## src/inc/dsp_pkg.sv

```systemverilog
// Purpose: Shared constants and types for the DRAM strobe pin interface.
// Assumes: 10 MHz bus clock, one access at a time.
// Notes:   Address split and state codes live here.
package dsp_pkg;
	localparam int MUX_W      = 12;
	localparam int ROW_LSB    = 14;
	localparam int COL_LSB    = 2;
	localparam int BANK_LSB   = 26;
	localparam int BANK_W     = 2;
	localparam int LANES      = 4;
	localparam int BANKS      = 4;
	localparam logic [3:0] STROBES_IDLE = 4'hF;
	localparam logic [3:0] LANES_NONE   = 4'h0;

	typedef enum logic [2:0]
	{
		ST_IDLE = 3'b000,
		ST_ROW  = 3'b001,
		ST_COL  = 3'b010,
		ST_WAIT = 3'b011,
		ST_DONE = 3'b100
	} dsp_state_e;
endpackage

```

## src/inc/dsp_lane_if.sv

```systemverilog
// Purpose: Carries lane and bank selects from the sequencer to the pin stage.
// Assumes: One clock domain.
// Notes:   All fields are active high.
`timescale 1ns/1ns
interface dsp_lane_if;
	logic [3:0] bank_sel;
	logic [3:0] lane_sel;
	logic       ras_act;
	logic       cas_act;
	logic       we_act;
	logic       oe_act;

	modport seq
	(
		output bank_sel, lane_sel, ras_act, cas_act, we_act, oe_act
	);
	modport pins
	(
		input  bank_sel, lane_sel, ras_act, cas_act, we_act, oe_act
	);
endinterface

```

## src/rtl/dsp_sync.sv

```systemverilog
// Purpose: Two flip-flop synchroniser for pin inputs.
// Assumes: Reset level given by parameter.
// Notes:   First stage feeds only the second.
`timescale 1ns/1ns
module dsp_sync
#(
	parameter logic RST_VAL = 1'b1
)
(
	input  wire logic clk_in,
	input  wire logic rst_n_in,
	input  wire logic d_in,
	output logic      q_out
);
	logic meta_r;

	always_ff @(posedge clk_in or negedge rst_n_in)
	begin
		if (!rst_n_in)
		begin
			meta_r <= RST_VAL;
			q_out  <= RST_VAL;
		end
		else
		begin
			meta_r <= d_in;
			q_out  <= meta_r;
		end
	end
endmodule

```

## src/rtl/dsp_pins.sv

```systemverilog
// Purpose: Registers strobe pins from sequencer selects.
// Assumes: Mode straps are stable during an access.
// Notes:   Every strobe is registered, so pins are glitch free.
`timescale 1ns/1ns
module dsp_pins
	import dsp_pkg::*;
(
	input  wire logic   clk_in,
	input  wire logic   rst_n_in,
	input  wire logic   two_we_in,
	input  wire logic   bus16_in,
	dsp_lane_if.pins    sel,
	output logic [3:0]  ras_n_out,
	output logic [3:0]  cas_n_out,
	output logic [3:0]  we_n_out,
	output logic        oe_n_out
);
	wire [3:0] cas_lanes;
	wire [3:0] we_lanes;
	wire [3:0] ras_nxt;
	wire [3:0] cas_nxt;
	wire [3:0] we_nxt;
	wire [3:0] lane_eff;

	// In 16-bit mode lanes 0 and 1 are held idle, a safe undefined level.
	assign lane_eff  = bus16_in ? {sel.lane_sel[3:2], 2'b00} : sel.lane_sel;
	assign cas_lanes = two_we_in ? 4'hF : lane_eff;
	assign we_lanes  = two_we_in ? lane_eff : 4'hF;
	assign ras_nxt   = sel.ras_act ? ~sel.bank_sel : STROBES_IDLE;
	assign cas_nxt   = sel.cas_act ? ~cas_lanes : STROBES_IDLE;
	assign we_nxt    = sel.we_act ? ~we_lanes : STROBES_IDLE;

	// Reset drives every strobe inactive high.
	always_ff @(posedge clk_in or negedge rst_n_in)
	begin
		if (!rst_n_in)
		begin
			ras_n_out <= STROBES_IDLE;
			cas_n_out <= STROBES_IDLE;
			we_n_out  <= STROBES_IDLE;
			oe_n_out  <= 1'b1;
		end
		else
		begin
			ras_n_out <= ras_nxt;
			cas_n_out <= cas_nxt;
			we_n_out  <= we_nxt;
			oe_n_out  <= ~sel.oe_act;
		end
	end
endmodule

```

## src/rtl/dsp_top.sv

```systemverilog
// Purpose: DRAM strobe and multiplexed address pin controller.
// Assumes: 10 MHz bus clock; ready ends the access.
// Notes:   Access request comes from the bus unit on the same clock.
//
// What this block does
// - Four active-low row strobes, only the accessed bank's asserted.
// - 32-bit two-CAS: column strobe 0 bits 31..24 down to 3 bits 7..0.
// - 16-bit two-CAS: strobe 2 even byte, strobe 3 odd byte.
// - 16-bit mode: strobes 0 and 1 undefined; board must ignore them.
// - Two-WE: all four column strobes identical.
// - Two-WE: write enables 0..3 each control one byte lane.
// - Two-CAS: all four write enables identical.
// - EDO: output enable steers memory data output high impedance.
// - Row then column address multiplexed onto address pins 13..2.
// - Bus granted: drive address only if enabled, strobe to ready.
// - During reset row, column strobes and output enable driven high.
// - Bus granted: strobes and output enable keep valid levels.
// - During reset address pins driven, value zero.
// - DRAM burst: burst request asserted, answered internally.
`timescale 1ns/1ns
module dsp_top
	import dsp_pkg::*;
(
	// Clock and reset
	input  wire logic        MCLK_IN,
	input  wire logic        RST_N_IN,
	// Configuration
	input  wire logic        DRAM_ENABLE_IN,
	input  wire logic        BUS16_IN,
	input  wire logic        TWO_WE_IN,
	input  wire logic        EDO_IN,
	input  wire logic        DRAM_BURST_EN_IN,
	input  wire logic        BUS_GRANTED_IN,
	// Bus unit access (same clock)
	input  wire logic        ADDR_STROBE_N_IN,
	input  wire logic [27:2] ADDR_IN,
	input  wire logic [3:0]  BYTE_EN_IN,
	input  wire logic        WRITE_IN,
	// External bus pins
	input  wire logic        EXT_ADDR_STROBE_N_IN,
	input  wire logic        READY_N_IN,
	// DRAM pins
	output logic [3:0]       ROW_STROBE_N_OUT,
	output logic [3:0]       COL_STROBE_N_OUT,
	output logic [3:0]       MEM_WRITE_EN_N_OUT,
	output logic             MEM_OUTPUT_EN_N_OUT,
	output logic [13:2]      MUX_ADDR_OUT,
	output logic             MUX_ADDR_OE_OUT,
	output logic             BURST_REQUEST_N_OUT,
	output logic             BURST_ACK_INT_OUT,
	output logic             BUSY_OUT
);
	dsp_state_e      state_r;
	dsp_state_e      state_nxt;
	logic [27:2]     addr_r;
	logic [3:0]      be_r;
	logic            wr_r;
	logic [13:2]     mux_r;
	logic            oe_r;
	logic            burst_r;
	logic            ext_as_n_s;
	logic            ready_n_s;
	logic            ext_as_d_r;
	logic            grant_drive_r;

	dsp_lane_if      lane ();

	////////////////////////////////////////////////////////////////////////
	dsp_sync #(.RST_VAL(1'b1)) u_sync_as
	(
		.clk_in   (MCLK_IN),
		.rst_n_in (RST_N_IN),
		.d_in     (EXT_ADDR_STROBE_N_IN),
		.q_out    (ext_as_n_s)
	);

	dsp_sync #(.RST_VAL(1'b1)) u_sync_rdy
	(
		.clk_in   (MCLK_IN),
		.rst_n_in (RST_N_IN),
		.d_in     (READY_N_IN),
		.q_out    (ready_n_s)
	);

	////////////////////////////////////////////////////////////////////////
	wire        start      = !ADDR_STROBE_N_IN && !BUS_GRANTED_IN
		&& DRAM_ENABLE_IN;
	wire        ready      = !ready_n_s;
	wire [1:0]  bank_idx   = addr_r[BANK_LSB +: BANK_W];
	wire [11:0] col_addr   = addr_r[COL_LSB +: MUX_W];
	wire        in_access  = (state_r != ST_IDLE) && (state_r != ST_DONE);
	wire        ext_as_fall = ext_as_d_r && !ext_as_n_s;

	// Lanes follow the transfer's byte enables only.
	assign lane.bank_sel = 4'h1 << bank_idx;
	assign lane.lane_sel = be_r;
	assign lane.ras_act  = in_access;
	assign lane.cas_act  = (state_r == ST_COL) || (state_r == ST_WAIT);
	// Write enable leads column strobe for early write.
	assign lane.we_act   = wr_r && in_access && (state_r != ST_ROW) ? 1'b1
		: (wr_r && state_r == ST_ROW);
	assign lane.oe_act   = oe_r;

	always_comb
	begin
		state_nxt = state_r;
		case (state_r)
			ST_IDLE: state_nxt = start ? ST_ROW : ST_IDLE;
			ST_ROW:  state_nxt = ST_COL;
			ST_COL:  state_nxt = ST_WAIT;
			ST_WAIT: state_nxt = ready ? ST_DONE : ST_WAIT;
			ST_DONE: state_nxt = ST_IDLE;
			default: state_nxt = ST_IDLE;
		endcase
	end

	////////////////////////////////////////////////////////////////////////
	always_ff @(posedge MCLK_IN or negedge RST_N_IN)
	begin
		if (!RST_N_IN)
		begin
			state_r <= ST_IDLE;
			addr_r  <= '0;
			be_r    <= LANES_NONE;
			wr_r    <= 1'b0;
		end
		else
		begin
			state_r <= state_nxt;
			if (state_r == ST_IDLE && start)
			begin
				addr_r <= ADDR_IN;
				be_r   <= BYTE_EN_IN;
				wr_r   <= WRITE_IN;
			end
		end
	end

	// Address pins drive in reset; value is the zero that reset loads.
	always_ff @(posedge MCLK_IN or negedge RST_N_IN)
	begin
		if (!RST_N_IN)
		begin
			mux_r <= '0;
			oe_r  <= 1'b0;
		end
		else
		begin
			mux_r <= (state_nxt == ST_ROW) ? ADDR_IN[ROW_LSB +: MUX_W]
				: (state_nxt == ST_ROW || state_r == ST_IDLE) ? mux_r
				: (state_r == ST_ROW) ? col_addr : mux_r;
			oe_r  <= EDO_IN && !wr_r && (state_nxt == ST_COL
				|| state_nxt == ST_WAIT);
		end
	end

	// While granted, drive from the third clock edge after the strobe pin falls until ready.
	always_ff @(posedge MCLK_IN or negedge RST_N_IN)
	begin
		if (!RST_N_IN)
		begin
			ext_as_d_r    <= 1'b1;
			grant_drive_r <= 1'b0;
			burst_r       <= 1'b1;
		end
		else
		begin
			ext_as_d_r <= ext_as_n_s;
			if (!BUS_GRANTED_IN || !DRAM_ENABLE_IN || ready)
				grant_drive_r <= 1'b0;
			else if (ext_as_fall)
				grant_drive_r <= 1'b1;
			burst_r <= !(DRAM_BURST_EN_IN && (start || in_access));
		end
	end

	////////////////////////////////////////////////////////////////////////
	dsp_pins u_pins
	(
		.clk_in    (MCLK_IN),
		.rst_n_in  (RST_N_IN),
		.two_we_in (TWO_WE_IN),
		.bus16_in  (BUS16_IN),
		.sel       (lane),
		.ras_n_out (ROW_STROBE_N_OUT),
		.cas_n_out (COL_STROBE_N_OUT),
		.we_n_out  (MEM_WRITE_EN_N_OUT),
		.oe_n_out  (MEM_OUTPUT_EN_N_OUT)
	);

	// Reset holds the pins as outputs; granted bus drives only as allowed.
	assign MUX_ADDR_OUT        = mux_r;
	assign MUX_ADDR_OE_OUT     = !RST_N_IN || (BUS_GRANTED_IN ? grant_drive_r
		: DRAM_ENABLE_IN);
	assign BURST_REQUEST_N_OUT = burst_r;
	assign BURST_ACK_INT_OUT   = DRAM_BURST_EN_IN && (state_r == ST_DONE);
	assign BUSY_OUT            = in_access;
endmodule

```

## config.mk

```make
export PLATFORM = sky130hd
export DESIGN_NAME = dsp_top
export DESIGN_NICKNAME = d
export VERILOG_FILES = /design/src/inc/dsp_pkg.sv /design/src/inc/dsp_lane_if.sv /design/src/rtl/dsp_sync.sv /design/src/rtl/dsp_pins.sv /design/src/rtl/dsp_top.sv
export SDC_FILE = /design/constraint.sdc
export NUM_CORES = 1
export LEC_CHECK = 0
export ABC_AREA = 1
export BUFFER_PORTS_ARGS = -buffer_cell sky130_fd_sc_hd__buf_4
export CAP_MARGIN = 20
export CORE_MARGIN = 2
export CORE_UTILIZATION = 50
export CTS_CLUSTER_DIAMETER = 120
export DETAILED_ROUTE_END_ITERATION = 7
export PLACE_DENSITY = 0.78
export SKIP_CTS_REPAIR_TIMING = 1
export SLEW_MARGIN = 30
export SYNTH_ARGS = -nofsm -noshare
export SYNTH_HDL_FRONTEND = slang
export SYNTH_HIERARCHICAL = 1
export SYNTH_SLANG_ARGS = --single-unit
```

## constraint.sdc

```tcl
create_clock -name MCLK_IN -period 1.66 [get_ports MCLK_IN]
set_input_delay 0.249 -clock MCLK_IN [delete_from_list [all_inputs] [get_ports MCLK_IN]]
set_output_delay 0.249 -clock MCLK_IN [all_outputs]
set_load 0.03 [all_outputs]
```

==> flow_summary.yaml <==
timing:
  setup_viol: 0
  worst_slew_margin_rel_pct: 56.8
  slew_of_the_pin_with_the_lowest_slew_margin_ns: 0.647
  finalHoldViolCount: 0
  final.min_clock_period_ns: 1.44
  skew_ns: 0.0117
  fmaxAchievable_mhz: 696
  timing.final.crit_share_pct: 86.5
  final_max_slew_viol_count: 0
  setup-tns-final_ns: 0
  grt_setup_unrepaired: "no"
die:
  die-height_um: 71.6
  effective_utilization_at_floorplan_pct: 52.1
  core_area_mm2: 0.00438
  placement_rows: 24
  boundary_pins: 71
  die_w_um: 71.6
  fp.dieArea_mm2: 0.00512
clock_tree:
  cts_max_level: 2
  clock_insertion_delay_worst_skew_ns: 0.31
  clock_tree.root_cell: "sky130_fd_sc_hd__clkbuf_8"
  cts.path.max_buffers: 2
  cts.clk_slew.worst_paths_ns: 0.10
  tritoncts_num_sinks: 55
  clock_tree_from_tritoncts: "done"
  numCtsBuffers: 5
drt:
  ant_nets: 0
  number_of_vias_in_the_routed_layout: 1761
  post_drt_via_cell_ratio: 5.07
  first_pass_iters: 4
  drc_errors: 0
  wire_per_inst_um: 13.1
  drt_iter0_markers: 158
  postRouteWirelength_um: 4530
grt:
  met3_usage_pct: 3.66
  grt_pass1_wl_um: 7380
  first_global_vias: 1638
  grt_remaining_overflow: 0
  grt_antenna_before_repair: 0
  grt_util_all_layers_pct: 18.6
  grtUsageMet1_pct: 24.7
  globalRoute.busiestLayer: "met2"
  grt_max_degree: 56
  use_met2_pct: 30.1
worst_setup_path:
  slowest_stage: "sky130_fd_sc_hd__dfrtp_1"
  critPathBufInv: 2
  required_ns: 1.41
  critPathCaptureType: "output port"
  slowest_delay_ns: 0.40
  worstPathMaxFanout: 8
  worst_path_dominant_cell_family: "flip-flops"
  start_kind: "register"
  crit_chain: "inv_2, nand2_4, nor2_1, buf_4"
  worst_ep_arrival_time_ns: 1.19
  worst-setup-path-type: "register to output port"
synthesis:
  synth_fa_ha_area_share_pct: 0
  synth_top_family_by_area: "simple AND/OR/NAND/NOR gates"
  post_synthesis_share_of_cell_area_spent_on_xor_and_xnor_gates_pct: 0
  synth_area_mm2: 0.00228
  syn-instance-count: 225
  synth.top_cell.area_share_pct: 39.5
  yosysTopAreaCell: "sky130_fd_sc_hd__dfrtp_1"
  synth_compound_gate_area_share_pct: 3.62
  synth_register_bits: 55
  post_synthesis_cell_type_count: 23
  syn_nets: 267
  yosysSeqAreaShare_pct: 61.3
  yosys.area_share.simple_pct: 27.5
  avgSynthCellArea_um2: 10.1
  yosys-top-cells-area: "sky130_fd_sc_hd__dfrtp_1 (39%), sky130_fd_sc_hd__dfstp_2 (22%), sky130_fd_sc_hd__nand2_1 (11%)"
  yosys_warnings: 6
  muxShareOfSynthArea_pct: 0
placed_design:
  dp_cells: 339
  port-buffer-count: 70
  dpl.hpwl_um: 3190
  routabilityCongestion: 0.756
finish:
  finalNonFillerCells: 347
  final_layout_size_suffix_gt1_share_pct: 40.0
  area_delta_synth_final_pct: 26.6
  antenna_cells: 0
  nFillCells: 363
  finalNetCount: 336
outcome:
  result_of_the_run: "complete, no violations"
pwr:
  ir_worst_vdd_uv: 770
  leakagePower_nw: 1.48
  power.density_cell_area_mw_per_mm2: 1820
worst_hold_path:
  hold_path.class: "input port to register"
job:
  maxCapViolCount: 0
## power by group
group	switching [mW]	internal, mW	leakage (nW)
clock network	0.411	0.488	0.0612
registers	0.262	1.95	0.654
logic	1.40	0.755	0.763
## flip-flops by register name (all words and copies together) (netlist names), 3 cells and up
register,cells
MUX_ADDR_OUT,12
addr_r,14
be_r,4
state_r,3
u_pins/cas_n_out,4
u_pins/ras_n_out,4
u_pins/we_n_out,4
## path summary, 6_finish.rpt
| path | start | depth (start not counted) | end | slack [ns] |
|---|---|---|---|---|
| worst min register to register | lane.oe_act | 1 | u_pins/oe_n_out | 0.35 |
| min in group asynchronous | RST_N_IN | 2 | addr_r[27] | 0.05 |
| worst max-delay path | state_r[1] | 4 | BURST_ACK_INT_OUT | 0.22 |
| worst min-delay path | READY_N_IN | 1 | u_sync_rdy/meta_r | 0.04 |
| worst max register to register | state_r[1] | 6 | MUX_ADDR_OUT[11] | 0.30 |
| max in group asynchronous | RST_N_IN | 2 | be_r[2] | 1.17 |
## cells in the mapped netlist, drive strengths merged
cell type / instances
nand2: 71
nor4: 1
inv: 13
o21a: 3
dfstp: 19
o21ai: 6
nand3: 53
a21oi: 3
buf: 11
o211ai: 1
nor2: 8
dfrtp: 36
## cells by family (layout without fill, tap and decap cells)
group	Yosys count	after routing
flops	55	55
buf+inv	24	94
simple gates	133	133
compound gates	13	13
## routing by layer
layer	share of wire, %	wire length [um]	vias to the layer above
li1	-	-	862
met1	42	1910	818
met2	50	2270	74
met3	6.4	292	7
met4	1.3	59	0
met5	0	0	-
## per-stage QoR
step	cell area [um2]	util, %	total power [mW]	worst slack (ns)	hold slack, ns
after CTS	2890	65.9	5.31	0.226	0.0361
after detailed placement	2770	63.2	4.41	0.370	0.341
final	2890	65.9	5.26	0.224	0.0364
after floorplan	2280	-	3.80	0.397	-0.0466
after global routing	2890	65.9	5.58	0.174	0.0283
after global placement	2770	63.2	4.32	0.398	0.341
## cells in the final DEF, fill, tap and decap left out, types with 2 or more instances in the layout
master | netlist | routed
sky130_fd_sc_hd__buf_4 | 3 | 73
sky130_fd_sc_hd__nand2_1 | 67 | 67
sky130_fd_sc_hd__nand3_1 | 48 | 48
sky130_fd_sc_hd__dfrtp_1 | 36 | 36
sky130_fd_sc_hd__dfstp_2 | 19 | 19
sky130_fd_sc_hd__inv_1 | 8 | 8
sky130_fd_sc_hd__nor2_1 | 6 | 6
sky130_fd_sc_hd__clkbuf_8 | 0 | 6
sky130_fd_sc_hd__inv_2 | 5 | 5
sky130_fd_sc_hd__nand3_2 | 5 | 5
sky130_fd_sc_hd__a21oi_1 | 3 | 3
sky130_fd_sc_hd__o21a_1 | 3 | 3
sky130_fd_sc_hd__nand2_4 | 2 | 2
sky130_fd_sc_hd__nor2_4 | 2 | 2
sky130_fd_sc_hd__nand2_2 | 2 | 2
sky130_fd_sc_hd__o21ai_0 | 2 | 2
sky130_fd_sc_hd__o21ai_2 | 2 | 2
sky130_fd_sc_hd__o21ai_1 | 2 | 2
## area by class of cell
class,instances,area [um2],share of cell area (%)
Clock buffer,6,82.6,2.86
Clock inverter,2,35.0,1.21
Inverter,13,48.8,1.69
Multi-Input combinational cell,146,711,24.6
Sequential cell,55,1400,48.4
Tap cell,52,65.1,2.25
Timing Repair Buffer,73,548,19.0
Power figures use the tool's default switching activity.
